$ cat config.mk
export PLATFORM = sky130hd
export DESIGN_NAME = pll_synth_core
export DESIGN_NICKNAME = d
export VERILOG_FILES = /design/src/pll_synth_pkg.sv /design/src/prog_divider.sv /design/src/pll_synth_core.sv
export SDC_FILE = /design/constraint.sdc
export NUM_CORES = 1
export LEC_CHECK = 0
export BUFFER_PORTS_ARGS = -buffer_cell sky130_fd_sc_hd__buf_2
export CAP_MARGIN = 25
export CORE_ASPECT_RATIO = 1.4
export CORE_MARGIN = 8
export CORE_UTILIZATION = 46
export DETAILED_ROUTE_END_ITERATION = 10
export GPL_ROUTABILITY_DRIVEN = 0
export PLACE_DENSITY = 0.69
export SYNTH_ARGS = -nofsm -noshare
export SYNTH_HDL_FRONTEND = slang
export SYNTH_HIERARCHICAL = 1
export SYNTH_SLANG_ARGS = --single-unit
$ cat constraint.sdc
create_clock -name clk -period 3.6 [get_ports clk]
set_clock_uncertainty 0.1 [all_clocks]
set_input_delay 0.18 -clock clk [delete_from_list [all_inputs] [get_ports clk]]
set_output_delay 0.18 -clock clk [all_outputs]
set_load 0.005 [all_outputs]
$ cat src/pll_synth_pkg.sv
package pll_synth_pkg;
  // Crystal and controller clock rates
  localparam int XTAL_FREQ_KHZ = 7200;
  localparam int CTL_CLK_FREQ_KHZ = 400;
  localparam int CTL_CLK_DIV_TB = XTAL_FREQ_KHZ / CTL_CLK_FREQ_KHZ;
  localparam int CTL_CLK_HIGH_TB = 12;
  localparam int CTL_CLK_LOW_TB = CTL_CLK_DIV_TB - CTL_CLK_HIGH_TB;
  // Serial frame layout
  localparam int FRAME_BITS = 36;
  localparam int DIV_LSB = 0;
  localparam int DIV_W = 16;
  localparam int DIRECT_W = 12;
  localparam int SWALLOW_POS = 16;
  localparam int SELECT_POS = 17;
  // Divider counter width, holds 65536
  localparam int RATIO_W = 17;
  // Reset values of the control word
  localparam logic [DIV_W-1:0] DIV_RESET = 16'h0100;
  localparam logic SWALLOW_RESET = 1'b0;
  localparam logic SELECT_RESET = 1'b0;
  // Default reference period in timebase cycles
  localparam int REF_DIV_TB_DEFAULT = 720;
  // Synchronized pin indices
  localparam int PIN_XTAL = 0;
  localparam int PIN_CE = 1;
  localparam int PIN_SHCLK = 2;
  localparam int PIN_SDATA = 3;
  localparam int PIN_HB = 4;
  localparam int PIN_LB = 5;
  localparam int PIN_N = 6;
endpackage : pll_synth_pkg

$ cat src/prog_divider.sv
`timescale 1ns/10ps
// Counts input edge pulses and pulses once every ratio edges
module prog_divider
  import pll_synth_pkg::*;
#(
  parameter int W = RATIO_W
) (
  input wire logic clk, // System clock
  input wire logic rstn, // Async reset, active low
  input wire logic edge_in, // One pulse per input edge
  input wire logic [W-1:0] ratio, // Division ratio, at least 1
  output logic div_pulse // One pulse per ratio edges
);
  logic [W-1:0] count; // Edges seen this period
  logic [W-1:0] last; // Terminal count

  assign last = ratio - {{(W-1){1'b0}}, 1'b1};

  // Count edges, wrap at terminal count; >= tolerates a ratio change
  always_ff @(posedge clk or negedge rstn) begin
    if (!rstn) begin
      count <= '0;
      div_pulse <= 1'b0;
    end else begin
      div_pulse <= 1'b0;
      if (edge_in) begin
        if (count >= last) begin // Period complete
          count <= '0;
          div_pulse <= 1'b1;
        end else begin // Keep counting
          count <= count + {{(W-1){1'b0}}, 1'b1};
        end
      end
    end
  end
endmodule : prog_divider

$ cat src/pll_synth_core.sv
`timescale 1ns/10ps
// Synthesizer core: serial control, divider chain, comparator, clocks
module pll_synth_core
  import pll_synth_pkg::*;
#(
  parameter int REF_DIV_TB = REF_DIV_TB_DEFAULT // Timebase cycles per reference period
) (
  input wire logic clk, // System clock, 200 MHz
  input wire logic rstn, // Async power-on reset, active low
  input wire logic crystal_in, // Crystal timebase pin
  output logic crystal_out, // Inverted crystal drive
  input wire logic chip_enable, // Serial select from controller
  input wire logic serial_shift_clock, // Serial shift clock
  input wire logic serial_data_in, // Serial data
  input wire logic high_band_osc_input, // High-band local oscillator
  input wire logic low_band_osc_input, // Low-band local oscillator
  output logic charge_pump_out_a, // Pump A level when driven
  output logic charge_pump_out_a_oe, // Pump A drive enable
  output logic charge_pump_out_b, // Pump B level when driven
  output logic charge_pump_out_b_oe, // Pump B drive enable
  output logic controller_clock_out, // Open-drain level, always low
  output logic controller_clock_out_oe // Pulls pin low when high
);
  // Rising edge detect on a synchronized level
  function automatic logic rise(input logic now, input logic prev);
    return now & ~prev;
  endfunction : rise

  // Falling edge detect on a synchronized level
  function automatic logic fall(input logic now, input logic prev);
    return ~now & prev;
  endfunction : fall

  logic [PIN_N-1:0] pins; // Raw pin vector
  logic [PIN_N-1:0] sync1; // First synchronizer stage
  logic [PIN_N-1:0] sync2; // Second synchronizer stage
  logic [PIN_N-1:0] prev; // Delayed copy for edges

  assign pins = {low_band_osc_input, high_band_osc_input, serial_data_in,
                 serial_shift_clock, chip_enable, crystal_in};

  // Two-stage synchronizer plus edge history
  always_ff @(posedge clk or negedge rstn) begin
    if (!rstn) begin
      sync1 <= '0;
      sync2 <= '0;
      prev <= '0;
    end else begin
      sync1 <= pins;
      sync2 <= sync1;
      prev <= sync2;
    end
  end

  logic tb_tick; // One pulse per crystal cycle
  logic shift_tick; // Shift clock rising edge
  logic frame_end; // Select line falling edge
  logic hb_edge; // High-band rising edge
  logic lb_edge; // Low-band rising edge

  assign tb_tick = rise(sync2[PIN_XTAL], prev[PIN_XTAL]);
  assign shift_tick = rise(sync2[PIN_SHCLK], prev[PIN_SHCLK]);
  assign frame_end = fall(sync2[PIN_CE], prev[PIN_CE]);
  assign hb_edge = rise(sync2[PIN_HB], prev[PIN_HB]);
  assign lb_edge = rise(sync2[PIN_LB], prev[PIN_LB]);

  // Crystal drive is the inverted input
  always_ff @(posedge clk or negedge rstn) begin
    if (!rstn) begin
      crystal_out <= 1'b1;
    end else begin
      crystal_out <= ~sync2[PIN_XTAL];
    end
  end

  logic [FRAME_BITS-1:0] shreg; // Incoming serial word
  logic [5:0] bit_count; // Bits in this frame, saturating

  // Shift data on shift clock rising edge while select is high
  always_ff @(posedge clk or negedge rstn) begin
    if (!rstn) begin
      shreg <= '0;
      bit_count <= '0;
    end else if (!sync2[PIN_CE]) begin // Idle: restart count
      bit_count <= '0;
    end else if (shift_tick) begin
      shreg <= {shreg[FRAME_BITS-2:0], sync2[PIN_SDATA]};
      if (bit_count != 6'h3f) begin
        bit_count <= bit_count + 6'h01;
      end
    end
  end

  logic [DIV_W-1:0] divisor; // Programmed divisor field
  logic swallow_mode_bit; // Low band: 1 swallow counter, 0 direct
  logic input_select_bit; // 1 high band, 0 low band

  // Latch control word at frame end when exactly full
  always_ff @(posedge clk or negedge rstn) begin
    if (!rstn) begin
      divisor <= DIV_RESET;
      swallow_mode_bit <= SWALLOW_RESET;
      input_select_bit <= SELECT_RESET;
    end else if (frame_end && bit_count == 6'(FRAME_BITS)) begin
      divisor <= shreg[DIV_LSB +: DIV_W];
      swallow_mode_bit <= shreg[SWALLOW_POS];
      input_select_bit <= shreg[SELECT_POS];
    end
  end

  logic prescale; // Divide-by-two toggle
  logic hb_half; // High band after prescaler

  // Fixed prescaler on the high-band path
  always_ff @(posedge clk or negedge rstn) begin
    if (!rstn) begin
      prescale <= 1'b0;
    end else if (hb_edge) begin
      prescale <= ~prescale;
    end
  end

  assign hb_half = hb_edge & prescale;

  logic sel_edge; // Edges fed to divider
  logic [RATIO_W-1:0] ratio; // Effective counter ratio

  // Input and divider style selection
  always_comb begin
    if (input_select_bit) begin
      sel_edge = hb_half;
      ratio = (divisor == '0) ? 17'h10000 : {1'b0, divisor};
    end else if (swallow_mode_bit) begin
      sel_edge = lb_edge;
      ratio = (divisor == '0) ? 17'h10000 : {1'b0, divisor};
    end else begin
      sel_edge = lb_edge;
      ratio = (divisor[DIRECT_W-1:0] == '0) ? 17'h01000 :
              {5'h00, divisor[DIRECT_W-1:0]};
    end
  end

  logic div_pulse; // Divided oscillator pulse

  prog_divider #(
    .W(RATIO_W)
  ) u_divider (
    .clk(clk),
    .rstn(rstn),
    .edge_in(sel_edge),
    .ratio(ratio),
    .div_pulse(div_pulse)
  );

  logic [15:0] ref_count; // Timebase cycles this reference period
  logic ref_pulse; // Reference frequency pulse

  // Reference from timebase
  always_ff @(posedge clk or negedge rstn) begin
    if (!rstn) begin
      ref_count <= '0;
      ref_pulse <= 1'b0;
    end else begin
      ref_pulse <= 1'b0;
      if (tb_tick) begin
        if (ref_count >= 16'(REF_DIV_TB - 1)) begin
          ref_count <= '0;
          ref_pulse <= 1'b1;
        end else begin
          ref_count <= ref_count + 16'h0001;
        end
      end
    end
  end

  logic up; // Divided edge arrived first
  logic dn; // Reference edge arrived first
  logic next_up; // Next up state
  logic next_dn; // Next down state

  // Phase-frequency comparator, clear when both have arrived
  always_comb begin
    next_up = up | div_pulse;
    next_dn = dn | ref_pulse;
    if (next_up && next_dn) begin // Matched
      next_up = 1'b0;
      next_dn = 1'b0;
    end
  end

  // Comparator state and pump drivers
  always_ff @(posedge clk or negedge rstn) begin
    if (!rstn) begin
      up <= 1'b0;
      dn <= 1'b0;
      charge_pump_out_a <= 1'b0;
      charge_pump_out_a_oe <= 1'b0;
      charge_pump_out_b <= 1'b0;
      charge_pump_out_b_oe <= 1'b0;
    end else begin
      up <= next_up;
      dn <= next_dn;
      charge_pump_out_a <= next_up;
      charge_pump_out_b <= next_up;
      charge_pump_out_a_oe <= next_up | next_dn;
      charge_pump_out_b_oe <= next_up | next_dn;
    end
  end

  logic [4:0] ctl_clk_count; // Timebase phase of controller clock

  // Controller clock: 12 timebase cycles high, 6 low
  always_ff @(posedge clk or negedge rstn) begin
    if (!rstn) begin
      ctl_clk_count <= '0;
      controller_clock_out_oe <= 1'b0;
    end else begin
      if (tb_tick) begin
        if (ctl_clk_count >= 5'(CTL_CLK_DIV_TB - 1)) begin
          ctl_clk_count <= '0;
        end else begin
          ctl_clk_count <= ctl_clk_count + 5'h01;
        end
      end
      controller_clock_out_oe <= (ctl_clk_count >= 5'(CTL_CLK_HIGH_TB));
    end
  end

  assign controller_clock_out = 1'b0; // Open drain only pulls low
endmodule : pll_synth_core

* Word level (Yosys, flattened, before mapping)
Cells that the tools add are included.
** Word-level totals
- Flip-flop bits (word level) :: 106
- Input bits :: 8
- Output and inout port bits :: 7
- Logic and storage cells :: 71
** Cells by class
- Add/sub/neg operators :: 5
- $lt $le $gt $ge :: 4
- Equality and inequality tests :: 4
- Multiplexer cells :: 17
- Bitwise operators :: 16
- Reductions and logical operators :: 6
** Operator list (count)
- 17-bit 2-to-1 mux :: 4
- 6-bit 2-to-1 mux :: 3
- 17-bit by 1-bit adder with 17-bit output (second input constant) :: 1
- 17-bit greater-or-equal comparator :: 1
- 17-bit by 1-bit subtractor with 17-bit output (second input constant) :: 1
- 16-bit by 1-bit adder with 16-bit output (second input constant) :: 1
- 16-bit by 10-bit greater-or-equal comparator with 1-bit output (second input constant) :: 1
- 16-bit zero test :: 1
- 16-bit 2-to-1 mux :: 1
- 13-bit 2-to-1 mux :: 1
- 12-bit zero test :: 1
- 1-bit 2-to-1 mux :: 7
- 1-bit inverter :: 7
- 6-bit by 1-bit adder with 6-bit output (second input constant) :: 1
- 1-bit bitwise AND :: 6
- 6-bit equality test (second input constant) :: 1
- 6-bit != test (second input constant) :: 1
- 5-bit by 1-bit adder with 5-bit output (second input constant) :: 1
- 5-bit by 4-bit greater-or-equal comparator with 1-bit output (second input constant) :: 1
- 5-bit greater-or-equal comparator (second input constant) :: 1
- 5-bit 2-to-1 mux :: 1
- 2-bit by 1-bit != test with 1-bit output (second input constant) :: 2
- 2-bit AND reduction :: 2
- 1-bit bitwise OR :: 3
- 1-bit logical AND :: 2

* Longest topological paths before layout
Gate-level depths: netlist of run 1.
- Depth after elaboration :: 8
- Mapped depth :: 15
- Gate-level depth less buffers :: 13

* By module
Netlist of run 1, hierarchy kept.
** Modules (own cells, without submodules)
- pll_synth_core :: instances 1, cells an instance 298, area an instance 3682.3 µm², sequential area each 2179.6 µm²
- prog_divider :: instances 1, cells an instance 171, area an instance 1549.0 µm², sequential area each 450.4 µm²

* Least setup slack after synthesis of run 1
No wires, ideal clock.
- Path type :: register to register
- Start :: register divisor[5]
- End :: register u_divider.count[9]
- Library setup time :: 0.069 ns
- Arrival :: 3.341 ns
- Required time :: 3.431 ns
- Setup slack :: 0.090 ns
- Stages on the path, launching flop included :: 14
- Path buffers :: 2
- Clock period less this slack :: 3.510 ns
- Path through :: dfrtp_1 clkbuf_1 nor4_2 nand2_1 or4_1 nor2_1 xnor2_1 ha_1 and2_1 a221o_1 a2111oi_4 a21oi_2 buf_6 nor2_2
** On the way
- Word-level cells in the longest chain between the ends :: 7
- Elaborated cells on any way between the ends :: 9
- Those cells by class :: add/sub: 1; order compare: 1; mux: 5; reduce/logical: 2
** RTL lines
- start: declaration :: RTL line pll_synth_core.sv:94 : logic [DIV_W-1:0] divisor;
- start signal: assignment :: RTL line pll_synth_core.sv:105 : divisor <= shreg[DIV_LSB +: DIV_W];
- 16-bit zero test or 12-bit zero test (tied branches) :: RTL line pll_synth_core.sv:132, pll_synth_core.sv:135, pll_synth_core.sv:138
- 17-bit 2-to-1 mux or 13-bit 2-to-1 mux (tied branches) :: RTL line pll_synth_core.sv:132, pll_synth_core.sv:135, pll_synth_core.sv:138
- 17-bit 2-to-1 mux :: RTL line pll_synth_core.sv:133 : end else if (swallow_mode_bit) begin
- 17-bit 2-to-1 mux * :: RTL line pll_synth_core.sv:130 : if (input_select_bit) begin
- via ratio[5] :: RTL line pll_synth_core.sv:126 : logic [RATIO_W-1:0] ratio;
- 17-bit by 1-bit subtractor with 17-bit output * :: RTL line prog_divider.sv:17 : assign last = ratio - {{(W-1){1'b0}}, 1'b1};
- 17-bit greater-or-equal comparator * :: RTL line prog_divider.sv:27 : if (count >= last) begin
- 17-bit 2-to-1 mux * :: RTL line prog_divider.sv:27
- end signal: assignment :: RTL line prog_divider.sv:31 : count <= count + {{(W-1){1'b0}}, 1'b1};
- end: declaration :: RTL line prog_divider.sv:14 : logic [W-1:0] count;
The timed path passes the listed nets; every way through them passes the cells marked *.
A chain may end at the register's enable or synchronous reset.

* Final worst setup path of run 1
- Start :: register divisor[6]
- End :: register u_divider.count[2]
** On the way
- Word-level cells in the longest chain between the ends :: 7
- Elaborated cells on any way between the ends :: 9
- Those cells by class :: add/sub: 1; order compare: 1; mux: 5; reduce/logical: 2
** RTL lines (RTL line)
- 16-bit zero test or 12-bit zero test (tied branches) :: pll_synth_core.sv:132, pll_synth_core.sv:135, pll_synth_core.sv:138
- 17-bit 2-to-1 mux or 13-bit 2-to-1 mux (tied branches) :: pll_synth_core.sv:132, pll_synth_core.sv:135, pll_synth_core.sv:138
- 17-bit 2-to-1 mux :: pll_synth_core.sv:133
- 17-bit 2-to-1 mux * :: pll_synth_core.sv:130
- 17-bit by 1-bit subtractor with 17-bit output * :: prog_divider.sv:17
- 17-bit greater-or-equal comparator * :: prog_divider.sv:27
- 17-bit 2-to-1 mux * :: prog_divider.sv:27
Every way passes the cells marked *; elsewhere a longest branch is shown, timed or not.

==> results of run 1 <==
-- power by group --
group / total (mW) / leakage (nW) / internal, mW / switching [mW]
Sequential: 1.45 / 1.38 / 1.31 / 0.134
Clock: 1.12 / 0.167 / 0.684 / 0.434
Combinational: 0.294 / 1.34 / 0.142 / 0.152
Total: 2.86 / 2.89 / 2.14 / 0.720
-- sequential cells by signal, summed over array words and instances, names as in the netlist, 5 cells and up --
signal and flops:
divisor 16, ref_count 16, u_divider/count 17, ctl_clk_count 5, sync2 6, shreg 18
prev 5, bit_count 6, sync1 6
-- critical path, delay by kind of cell, from the launching register on --
kind                       cells  cell delay (ns)
buffers and inverters          1             0.19
adders and majority gates      1             0.31
xor gates and xnor gates       1             0.10
DFF                            1             0.43
and+or+nand+nor                5             1.48
AOI/OAI and AO/OA              3             0.76
-- Yosys cell counts, types with 9 or more instances --
library cell,instances
sky130_fd_sc_hd__a21oi_1,9
sky130_fd_sc_hd__a31oi_1,9
sky130_fd_sc_hd__clkbuf_1,14
sky130_fd_sc_hd__dfrtp_1,103
sky130_fd_sc_hd__ha_1,27
sky130_fd_sc_hd__inv_1,24
sky130_fd_sc_hd__mux2_2,26
sky130_fd_sc_hd__mux2_4,10
sky130_fd_sc_hd__nand2_1,27
sky130_fd_sc_hd__nand2b_1,9
sky130_fd_sc_hd__nand3_1,19
sky130_fd_sc_hd__nand4_1,10
sky130_fd_sc_hd__nor2_1,34
sky130_fd_sc_hd__nor2_2,10
sky130_fd_sc_hd__nor3_1,11
sky130_fd_sc_hd__o21ai_0,13
sky130_fd_sc_hd__xnor2_1,22
sky130_fd_sc_hd__xor2_1,12
-- routing by layer --
layer,share of wire [%],global-route usage (%)
met5,0,0
met4,3.2,7.73
met2,53,23.5
met1,41,14.5
met3,2.6,3.22
-- cells in the final DEF, fill, tap and decap left out, types with 10 or more instances in the layout --
cell                      count
sky130_fd_sc_hd__nor2_2      11
sky130_fd_sc_hd__xnor2_1     22
sky130_fd_sc_hd__nand3_1     18
sky130_fd_sc_hd__xor2_1      12
sky130_fd_sc_hd__dfrtp_1    102
sky130_fd_sc_hd__mux2_4      10
sky130_fd_sc_hd__o21ai_0     12
sky130_fd_sc_hd__inv_1       24
sky130_fd_sc_hd__buf_4       34
sky130_fd_sc_hd__nor3_1      11
sky130_fd_sc_hd__nor2_1      33
sky130_fd_sc_hd__mux2_2      26
sky130_fd_sc_hd__ha_1        26
sky130_fd_sc_hd__buf_2       12
sky130_fd_sc_hd__nand2_1     26
sky130_fd_sc_hd__nand4_1     10
-- per-stage QoR --
stage / utilization [%] / total power, mW
2_1_floorplan: - / 1.64
3_3_place_gp: 49.7 / 1.73
3_5_place_dp: 49.9 / 1.76
4_1_cts: 53.9 / 2.90
5_1_grt: 54.9 / 3.01
6_report: 54.9 / 2.86
-- cell families after synthesis --
logic type                 Yosys count  share of synthesized area [%]
xor gates and xnor gates            34                           5.69
AOI/OAI and AO/OA                   54                           7.06
DFF                                105                           50.3
and+or+nand+nor                    161                           16.8
other                                1                         0.0717
buffers and inverters               45                           3.99
muxes                               42                           9.61
adders and majority gates           27                           6.46
-- worst max path at each step --
stage               startpoint                  to  cells after the start
detailed placement  divisor[5]  u_divider/count[6]                     11
CTS                 divisor[5]  u_divider/count[2]                     12
global route        divisor[6]  u_divider/count[2]                     12
finish              divisor[6]  u_divider/count[2]                     11
global placement    divisor[5]  u_divider/count[6]                     11
floorplan           divisor[5]  u_divider/count[9]                     13
-- repair_timing --
action	in CTS	in global routing
gates cloned	0	0
setup buffers	3	3
endpoints found under the setup margin	14	18
resized for setup	1	16
hold endpoints to repair	50	0
hold buffers	7	0
pin swaps	2	4
-- final cells by class --
class | instances | share of cell area, %
timing repair buffer | 56 | 7.22
clock buffer | 10 | 3.71
clock inverter | 6 | 1.83
multi-input combinational | 319 | 40.2
sequential | 105 | 42.7
inverter | 24 | 1.46
tap | 144 | 2.92
==> impl_summary.md, run 1 <==
Run status
The flow ran to the end, and the final reports show no timing, DRC or antenna violations.

Synth
The synthesized design devotes to its leading area cell type 49.3% of total area. Yosys mapped a number of flops with a built-in enable equal to 0. The share of the Yosys chip area taken by registers is 50.3%.

The most common flop cell mapped by yosys is sky130_fd_sc_hd__dfrtp_1. For this run, the number of Yosys warnings is 6. The number of nets handed over by synthesis was 504.

The average footprint of a synthesized cell is 11.2 um^2. The count of different cell masters after synthesis is approximately 60. Ranked by total cell area, the synthesized netlist is headed by sky130_fd_sc_hd__dfrtp_1 (49%), sky130_fd_sc_hd__ha_1 (6.5%), sky130_fd_sc_hd__mux2_2 (5.6%). The register bit total from synthesis is 105. sky130_fd_sc_hd__dfrtp_1 takes more of the synthesized area than any other cell. After synthesis the cells add up to between 5000 and 6000 um^2. The post-synthesis cell count is 469. The share of synthesized flip-flops with an asynchronous set or reset is 100%.

Worst setup path
The startpoint of the most critical register-to-register path is divisor[6]. The reg2reg setup slack is 0.12 ns. The highest cell delay on the worst timing path is 0.54 ns. The worst register-to-register path ends at u_divider/count[2]. For the worst flop-to-flop path, the logic depth is 11.

The critical path in this run is classified as reg2reg. The critical path data required time is ~3.7 ns. The cell with the largest stage delay on the worst path is sky130_fd_sc_hd__or4_4. The category of the worst setup path launch point is a flip-flop.

The category of the worst setup path capture point is a flip-flop. The worst-path maximum fanout is 6. The signal on the critical path passes through or3_1, or4_4, nor3_2, xnor2_1, ha_1, and4_1, nand4_1, a2111o_1, buf_4, a31oi_1, o22ai_1. At the worst endpoint, the arrival time is between 3 and 4 ns.

STA
The worst slew margin relative to its limit is 32.6%. Setup repair after global routing left no endpoint under its margin. The number of failing setup endpoints in the final timing report is 0.

After routing, the total negative slack on setup checks comes to 0 ns. The measured slew at the worst slew-check pin is 1.01 ns. Timing would allow up to 287 MHz. The worst slack on hold paths is 0.248 ns. The number of hold-slack violations in the final timing report was 0. Counting I/O delays and the setup requirement, the final critical path takes around 3.5 ns. The final worst-path cycle share is 96.7%. In the post-route analysis, the smallest setup slack over all paths is 0.119 ns. The final-report max-slew violation count is 0.

Floorplan
Pin placement for this block handled 15 I/O pins. The die covers about 15000 um^2. The width of the die is 106 um. The floorplan step set the die height to 142 um. For this configuration, the core starts out at a cell density of 46.6%.

The standard-cell row count is 46. After floorplanning, the core was sized to cover 11200 um^2.

Power
Power spread over the standard cell area amounts to 463 nW/um^2. IR analysis of the VDD net gives a maximum drop of 0.240 mV. The static power due to leakage is roughly 2.9 nW.

Worst hold path
The type of the tightest min-delay check is reg2reg. Counting instances, the worst hold path has a depth of 0. The worst hold path terminates at sync2[1]. The start point of the worst min-delay path is sync1[1].

Clock tree
The maximum level of the CTS H-tree is 3. The number of CTS-inserted buffers is 9. The longest clock path from root to sink contains 2 buffers. After clock tree synthesis, the clock-pin slew on the worst setup and hold paths is 0.07 ns. The clock reaches the later pin of the worst-skew pair after 0.35 ns. Clock tree synthesis found a total of roughly 110 sinks. TritonCTS built the clock tree.

The cell at the root of the clock tree is sky130_fd_sc_hd__clkbuf_16.

Placed design
In this run, placement finished with an instance count of ~640. The HPWL reported at the end of detailed placement is 6.76 mm. The count of buffers inserted at the top-level ports is 13. In this run the cell area measured after placement is 5600 um^2.

At the placement stage, the worst setup path has a slack of -0.282 ns.

GRT
The maximum number of pins on one net before global-route repair is 47. The first global-routing pass estimated about 17 mm of wire. The number of global-route vias before repair is between 3000 and 4000. Global routing used 13.5% of the available tracks across all layers. The number of antenna violations at the first check in global routing is 0. Global routing finished with a remaining overflow of 0.

Flow run
The count of max-cap constraint violations is 0.

Routing
The post-detailed-route wirelength per cell is around 14 um. The pre-antenna-repair detailed-routing pass consisted of 4 iterations. The routed via count is around 3600. Using the TritonRoute via totals, the vias-per-cell ratio works out to 5.37.

The number of nets with antenna violations after routing is 0. The wire length after detailed routing is 9.55 mm. In this run, the number of DRC markers left after iteration 0 of detailed routing was 131. In the routed design, unresolved DRC markers number 0.

Final layout
The final net count is 550. In the final layout, the share of cells above drive strength 1 is between 20% and 30%. The area growth from synthesis to layout is 17.9%. The number of antenna repair diodes is 0. The count of placed standard cells in the final layout, fillers left out is 664. The filler cells instantiated in the layout total 946. The area used by sequential logic in the layout is 2630 um^2. After routing the design area is a little over 6000 um^2. The combined area of the multi-input logic cells is 2480 um^2.
No activity file was read; power rests on OpenSTA's default activity.
==> run 2, diff against run 1 <==
--- a/config.mk
+++ b/config.mk
@@ -7,12 +7,12 @@
 export LEC_CHECK = 0
 export BUFFER_PORTS_ARGS = -buffer_cell sky130_fd_sc_hd__buf_2
 export CAP_MARGIN = 25
-export CORE_ASPECT_RATIO = 1.4
+export CORE_ASPECT_RATIO = 0.75
 export CORE_MARGIN = 8
 export CORE_UTILIZATION = 46
 export DETAILED_ROUTE_END_ITERATION = 10
 export GPL_ROUTABILITY_DRIVEN = 0
-export PLACE_DENSITY = 0.69
+export PLACE_DENSITY = 0.67
 export SYNTH_ARGS = -nofsm -noshare
 export SYNTH_HDL_FRONTEND = slang
 export SYNTH_HIERARCHICAL = 1
==> constraint.sdc (replaced) <==
create_clock -name clk -period 4.3 [get_ports clk]
set_clock_uncertainty 0.1 [all_clocks]
set_input_delay 0.215 -clock clk [delete_from_list [all_inputs] [get_ports clk]]
set_output_delay 0.215 -clock clk [all_outputs]
set_load 0.005 [all_outputs]
==> run 2 against run 1 <==
Register-to-register slack better by 0.42 ns. Critical path depth grew 3. Clock-buffer cell count fell by 1. Sequential cell count stayed put. First-iteration DRC count decreased by 15%. Non-clock buffer count fell by 31. Sequential power shrank 17%. Sequential share of layout area increased by 2.7 points. Largest cell class unchanged.
==> impl_summary.md, run 2 (same netlist as run 1, synthesis figures left out) <==
Power
The switching power summed over all nets is 635 uW (was 720 uW). The net switching fraction of the power was 27.4% (was 25.2%). The power per cell area is 399 nW/um^2 (was 463 nW/um^2). The share of power burned in registers is 52.5% (was 50.6%). The sum of internal, switching and leakage power is 2.32 mW (was 2.86 mW). The logic gate share of total power is 10.6% (was 10.3%). The clock power share is 37.0% (was 39.1%). The internal power of the cells is 1.68 mW (was 2.14 mW). The static power due to leakage was 2.69 nW (was 2.89 nW). The maximum vdd ir drop is 0.233 mV (was 0.240 mV).

GRT
The sum of overflow across all layers after global routing is 0 (unchanged). The number of global-route vias before repair is 3473 (was 3767). The maximum number of pins on one net before global-route repair was 60 (was 47).

The number of antenna violations at the first check in global routing is 0 (unchanged). The global-route wire length before repair was 16.1 mm (was 16.6 mm). The overall fraction of global-route tracks in use came to 13.0% (was 13.5%).

STA
Unrepaired setup endpoints after global routing: false (unchanged). The worst slack on hold paths came to 0.252 ns (was 0.248 ns). The measured slew at the worst slew-check pin is 0.752 ns (was 1.01 ns). The worst slew margin relative to its limit came to 49.8% (was 32.6%).

The highest achievable clock rate is 266 MHz (was 287 MHz). The number of hold-slack violations in the final timing report is 0 (unchanged). The minimum period implied by the final worst setup slack is 3.76 ns (was 3.48 ns). The worst path setup slack after routing is 0.537 ns (was 0.119 ns). The number of failing setup endpoints in the final timing report is 0 (unchanged). The final-report max-slew violation count came to 0 (unchanged). The total negative setup slack is 0 ns (unchanged). The final worst-path cycle share is 87.5% (was 96.7%).

Routing
The total length of routed met2 wires was 4.30 mm (was 5.03 mm). The post-detailed-route wirelength per cell is 14.4 um (about the same). The wire length after detailed routing was 9.07 mm (was 9.55 mm). The routed via count came to 3389 (was 3567).

The ratio of routed vias to standard cells is 5.39 (was 5.37). The highest routed metal layer was met4 (unchanged). The post-route met1 wirelength is 4.42 mm (was 3.96 mm). The number of DRC markers in iteration 0 is 111 (was 131). The routed length on met3 came to 270 um (was 250 um). The detailed-router iteration count before antenna repair was 4 (unchanged).

The remaining design rule violation count is 0 (unchanged). The number of nets with antenna violations after routing is 0 (unchanged).

Floorplan
The initial core utilization was 47.5% (was 46.6%). The I/O pin count came to 15 (unchanged). The standard-cell row count is 33 (was 46). The die span in y was 108 um (was 142 um). The area of the die is 15100 um^2 (about the same). The width of the die is 139 um (was 106 um). The core area is 11000 um^2 (was 11200 um^2).

Clock tree
The clock-pin slew reported for the worst setup and hold paths after clock tree synthesis came to 0.07 ns (about the same). The maximum level of the CTS H-tree is 3 (unchanged). The worst-skew pair later-pin latency is 0.35 ns (about the same). The count of instances resized after the clock tree is built came to 0 (was 1).

The number of sinks handled by clock tree synthesis came to 105 (unchanged). The maximum buffer depth of the clock tree is 2 (unchanged). The number of CTS-inserted buffers is 9 (unchanged). The clock tree from TritonCTS is done (unchanged). The cell at the root of the clock tree is sky130_fd_sc_hd__clkbuf_16 (unchanged).

Worst setup path
Cell-by-cell trace of the critical path: nor4_1, nand3_1, o31ai_1, buf_4, or4_1, nand2b_1, xor2_1, ha_1, and4_1, nand4_1, a2111o_1, a21oi_2, buf_4, nor2_1 (was or3_1, or4_4, nor3_2, xnor2_1, ha_1, and4_1, nand4_1, a2111o_1, buf_4, a31oi_1, o22ai_1). The reg2reg setup slack is 0.54 ns (was 0.12 ns). The worst-path maximum fanout is 12 (was 6). The startpoint of the worst setup timing path is divisor[8] (was divisor[6]). The startpoint of the most critical register-to-register path is divisor[8] (was divisor[6]). The category of the worst setup path capture point was a flip-flop (unchanged). The data arrival time of the worst path is 3.89 ns (was 3.61 ns). The critical path's most frequent cell is sky130_fd_sc_hd__buf_4. The critical path data required time is 4.43 ns (was 3.73 ns).

The startpoint-to-endpoint class of the critical path is reg2reg (unchanged). The highest cell delay on the worst timing path is 0.56 ns (was 0.54 ns). The cell with the largest stage delay on the worst path is sky130_fd_sc_hd__dfstp_2 (was sky130_fd_sc_hd__or4_4).

The category of the worst setup path launch point is a flip-flop (unchanged).

Worst hold path
The type of the tightest min-delay check is reg2reg (unchanged). The start point of the worst min-delay path is sync1[3] (was sync1[1]).

Final layout
Commonest cells after routing, fill and taps aside: sky130_fd_sc_hd__dfrtp_1 (103), sky130_fd_sc_hd__nor2_1 (34), sky130_fd_sc_hd__nand2_1 (27), sky130_fd_sc_hd__ha_1 (27), sky130_fd_sc_hd__mux2_2 (26) (was sky130_fd_sc_hd__dfrtp_1 (102), sky130_fd_sc_hd__buf_4 (34), sky130_fd_sc_hd__nor2_1 (33)). Registers with the most flip-flops: shreg x18, u_divider/count x17 (unchanged). The share of the core filled with cells is 52.6% (was 54.9%).

The area growth from synthesis to final layout is 10.9% (was 17.9%). The final net count was 519 (was 550). The number of antenna repair diodes is 0 (unchanged). The flip-flop count of the largest register after layout came to 18 (unchanged). The count of placed standard cells in the final layout, fillers left out is 629 (was 664). The most common cell after layout, fill and taps aside was sky130_fd_sc_hd__dfrtp_1 (unchanged). The proportion of layout cells with a drive suffix above 1 is 19.8% (was 26.5%). The area used by sequential logic in the layout came to 2630 um^2 (about the same). The register name with the most flops was shreg (unchanged). The combined area of the multi-input logic cells came to 2390 um^2 (was 2480 um^2). The final non-filler cell area was 5800 um^2 (was 6170 um^2). The fill cell total of the finished layout is 975 (was 946).

Placed design
The worst setup timing slack at the placement stage came to 0.544 ns (was -0.282 ns). The cell area after placement is 5390 um^2 (was 5600 um^2). The number of placed instances, taps included is 605 (was 635). The HPWL reported at the end of detailed placement came to 6.32 mm (was 6.76 mm). The count of buffers inserted at the top-level ports came to 13 (unchanged).

Run status
Status: finished, final reports clean (unchanged).

Flow run
The count of max-cap constraint violations is 0 (unchanged).
[run 2: per-layer routing]
metal | vias to the layer above | track usage, %
met2 | 42 | 22.1
li1 | 1656 | -
met3 | 7 | 3.70
met4 | 0 | 3.75
met1 | 1684 | 16.0
met5 | - | 0
[run 2: critical path: cells and delay by family, from the launching register on]
| kind | cells | cell delay (ns) |
|---|---|---|
| AO/OA/AOI/OAI | 3 | 0.77 |
| XOR/XNOR | 1 | 0.16 |
| adder cells (fa/ha/maj) | 1 | 0.32 |
| buffers and inverters | 2 | 0.38 |
| flip-flops | 1 | 0.56 |
| AND/OR/NAND/NOR | 7 | 1.34 |
[run 2: cell type report]
cell class / count / share of cell area, %
Timing Repair Buffer: 25 / 3.36
Multi-Input combinational cell: 319 / 41.2
Inverter: 24 / 1.55
Clock inverter: 7 / 1.60
Tap cell: 140 / 3.02
Clock buffer: 9 / 3.88
Sequential cell: 105 / 45.3
[run 2: power groups by stage]
stage | sequential [mW] | clock, mW | combinational, mW
after global routing | 1.24 | 0.916 | 0.287
after CTS | 1.21 | 0.886 | 0.249
after floorplan | 1.20 | 0 | 0.178
final | 1.21 | 0.856 | 0.245
after detailed placement | 1.23 | 0 | 0.243
after global placement | 1.23 | 0 | 0.229
[run 2: repair_timing]
action                                 4_1_cts  5_1_grt
hold buffers                                 7        0
endpoints found under the hold margin       63        0
setup buffers                                0        0
[run 2: worst paths after layout]
kind,to,cells after the start
setup / recovery,u_divider/count[7],14
hold / removal,sync2[3],0
setup reg to reg,u_divider/count[7],14
hold reg to reg,sync2[3],0
max in group asynchronous,crystal_out,3
min in group asynchronous,divisor[9],2
==> run 3, diff against run 2 <==
--- a/config.mk
+++ b/config.mk
@@ -9,10 +9,10 @@
 export CAP_MARGIN = 25
 export CORE_ASPECT_RATIO = 0.75
 export CORE_MARGIN = 8
-export CORE_UTILIZATION = 46
+export CORE_UTILIZATION = 56
 export DETAILED_ROUTE_END_ITERATION = 10
 export GPL_ROUTABILITY_DRIVEN = 0
-export PLACE_DENSITY = 0.67
+export PLACE_DENSITY = 0.78
 export SYNTH_ARGS = -nofsm -noshare
 export SYNTH_HDL_FRONTEND = slang
 export SYNTH_HIERARCHICAL = 1
==> run 3 against run 2 <==
Utilization rose by 11 points. Worst setup slack got worse by 0.050 ns. Global-route usage rose by 3.1 points. Via count grew 0.12%.
==> impl_summary.md, run 3 (same netlist as run 1, synthesis figures left out) <==
Power
The net switching fraction of the power is 26.4% (was 27.4%). The switching power summed over all nets was 623 uW (was 635 uW). The clock power share is 38.0% (was 37.0%). The share of power burned in registers is 51.6% (was 52.5%). The power per cell area was 406 nW/um^2 (was 399 nW/um^2). The static power due to leakage is 2.69 nW (about the same). The sum of internal, switching and leakage power was 2.36 mW (was 2.32 mW). The internal power of the cells came to 1.73 mW (was 1.68 mW). The maximum vdd ir drop came to 0.308 mV (was 0.233 mV). The logic gate share of total power is 10.4% (was 10.6%).

GRT
The overall fraction of global-route tracks in use is 16.1% (was 13.0%). The sum of overflow across all layers after global routing was 0 (unchanged). The number of global-route vias before repair is 3441 (was 3473). The maximum number of pins on one net before global-route repair came to 74 (was 60).

The global-route wire length before repair is 16.4 mm (was 16.1 mm). The number of antenna violations at the first check in global routing is 0 (unchanged).

Worst hold path
The hold path endpoint is sync2[1] (was sync2[3]). The worst hold path stage count came to 0 (unchanged). The type of the tightest min-delay check is reg2reg (unchanged). The start point of the worst min-delay path is sync1[1] (was sync1[3]).

Final layout
The fill cell total of the finished layout is 736 (was 975). Registers with the most flip-flops: shreg x18, u_divider/count x17 (unchanged). The final net count came to 519 (unchanged). The register name with the most flops was shreg (unchanged).

The area growth from synthesis to final layout was 10.8% (was 10.9%). The number of antenna repair diodes was 0 (unchanged). The share of the core filled with cells is 63.8% (was 52.6%).

The most common cell after layout, fill and taps aside is sky130_fd_sc_hd__dfrtp_1 (unchanged). The proportion of layout cells with a drive suffix above 1 was 19.6% (was 19.8%). Commonest cells after routing, fill and taps aside: sky130_fd_sc_hd__dfrtp_1 (103), sky130_fd_sc_hd__nor2_1 (34), sky130_fd_sc_hd__nand2_1 (27), sky130_fd_sc_hd__ha_1 (27), sky130_fd_sc_hd__mux2_2 (26) (unchanged). The flip-flop count of the largest register after layout is 18 (unchanged). The count of placed standard cells in the final layout, fillers left out came to 617 (was 629).

Worst setup path
The startpoint-to-endpoint class of the critical path is reg2reg (unchanged). The terminus of the critical flop-to-flop path is u_divider/count[6] (was u_divider/count[7]). The worst-path maximum fanout came to 12 (unchanged). The category of the worst setup path launch point is a flip-flop (unchanged). The reg2reg setup slack is 0.49 ns (was 0.54 ns). The startpoint of the worst setup timing path is divisor[8] (unchanged). The critical path data required time is 4.43 ns (about the same). The startpoint of the most critical register-to-register path is divisor[8] (unchanged). The category of the worst setup path capture point is a flip-flop (unchanged). The number of cells on the worst reg-to-reg path was 14 (unchanged). The data arrival time of the worst path is 3.95 ns (was 3.89 ns).

STA
The final worst-path cycle share is 88.7% (was 87.5%). The highest achievable clock rate came to 262 MHz (was 266 MHz). The final-report max-slew violation count is 0 (unchanged). Unrepaired setup endpoints after global routing: false (unchanged). The minimum period implied by the final worst setup slack is 3.81 ns (was 3.76 ns). The worst slew margin relative to its limit is 41.7% (was 49.8%). The number of failing setup endpoints in the final timing report came to 0 (unchanged). The measured slew at the worst slew-check pin is 0.875 ns (was 0.752 ns). The number of hold-slack violations in the final timing report is 0 (unchanged).

The total negative setup slack is 0 ns (unchanged).

Floorplan
The area of the die was 12700 um^2 (was 15100 um^2). The core area came to 9080 um^2 (was 11000 um^2). The standard-cell row count came to 30 (was 33). The initial core utilization is 57.6% (was 47.5%). The die span in y is 99.7 um (was 108 um). The I/O pin count is 15 (unchanged). The width of the die came to 128 um (was 139 um).

Placed design
The HPWL reported at the end of detailed placement is 6.43 mm (was 6.32 mm). The number of placed instances, taps included came to 593 (was 605). The count of buffers inserted at the top-level ports is 13 (unchanged).

Routing
The number of nets with antenna violations after routing was 0 (unchanged). The remaining design rule violation count is 0 (unchanged). The routed via count is 3393 (was 3389). The post-detailed-route wirelength per cell is 15.1 um (was 14.4 um). The detailed-router iteration count before antenna repair came to 4 (unchanged). The number of DRC markers in iteration 0 is 244 (was 111). The wire length after detailed routing came to 9.29 mm (was 9.07 mm). The ratio of routed vias to standard cells came to 5.50 (was 5.39).

Clock tree
The number of post-CTS setup repair buffers is 0 (unchanged). The maximum buffer depth of the clock tree was 2 (unchanged). The clock tree from TritonCTS is done (unchanged).

The clock-pin slew reported for the worst setup and hold paths after clock tree synthesis is 0.07 ns (about the same). The number of sinks handled by clock tree synthesis was 105 (unchanged). The maximum level of the CTS H-tree is 3 (unchanged). The count of instances resized after the clock tree is built came to 0 (unchanged). The cell at the root of the clock tree is sky130_fd_sc_hd__clkbuf_16 (unchanged). The number of CTS-inserted buffers was 9 (unchanged). The worst-skew pair later-pin latency came to 0.35 ns (about the same).

Flow run
The count of max-cap constraint violations is 0 (unchanged).

Run status
Status: finished, final reports clean (unchanged).
[run 3: what timing repair did]
action,CTS,global route
hold buffers,7,0
endpoints found under the hold margin,76,0
setup endpoints to repair,0,0
[run 3: metal layers]
| layer | up-vias | track usage, % | part of all wire [%] |
|---|---|---|---|
| li1 | 1660 | - | - |
| met3 | 12 | 4.65 | 3.3 |
| met2 | 49 | 25.2 | 48 |
| met5 | - | 0 | 0 |
| met1 | 1672 | 20.9 | 47 |
| met4 | 0 | 5.37 | 1.4 |
[run 3: power groups by stage]
stage	Combinational (mW)	Sequential [mW]	Clock [mW]
floorplan	0.178	1.20	0
global placement	0.226	1.22	0
detailed placement	0.240	1.23	0
CTS	0.247	1.21	0.913
global route	0.280	1.23	0.956
finish	0.246	1.22	0.894
[run 3: layout make-up]
type                            instances  area, um^2  share of cell area [%]
Sequential cell                       105        2630                    45.4
Multi-Input combinational cell        319        2390                    41.3
Clock buffer                           10         229                    3.95
Timing Repair Buffer                   25         193                    3.32
Tap cell                              128         160                    2.76
Clock inverter                          6         101                    1.75
Inverter                               24        90.1                    1.55
[run 3: per-stage QoR]
step / hold WS [ns] / setup slack [ns] / cell area (um^2)
2_1_floorplan: -0.181 / 0.790 / 5230
3_3_place_gp: 0.223 / 0.659 / 5370
3_5_place_dp: 0.226 / 0.544 / 5370
4_1_cts: 0.251 / 0.468 / 5770
5_1_grt: 0.251 / 0.188 / 5800
6_report: 0.247 / 0.487 / 5800
[run 3: worst max path at each step]
stage	end	slack, ns
after floorplan	u_divider/count[9]	0.79
after global placement	u_divider/count[6]	0.66
after detailed placement	u_divider/count[6]	0.54
after CTS	u_divider/count[6]	0.47
after global routing	u_divider/count[12]	0.19
final	u_divider/count[6]	0.49
[run 3: worst max-delay path, cell delays in order, from the launching register on]
cell and delay (ns):
sky130_fd_sc_hd__dfstp_2 0.56, sky130_fd_sc_hd__nor4_1 0.06, sky130_fd_sc_hd__nand3_1 0.13, sky130_fd_sc_hd__o31ai_1 0.08, sky130_fd_sc_hd__buf_4 0.16, sky130_fd_sc_hd__or4_1 0.50
sky130_fd_sc_hd__nand2b_1 0.18, sky130_fd_sc_hd__xor2_1 0.17, sky130_fd_sc_hd__ha_1 0.32, sky130_fd_sc_hd__and4_1 0.29, sky130_fd_sc_hd__nand4_1 0.14, sky130_fd_sc_hd__a2111o_1 0.53
sky130_fd_sc_hd__a21oi_2 0.17, sky130_fd_sc_hd__buf_4 0.24, sky130_fd_sc_hd__nor2_1 0.07
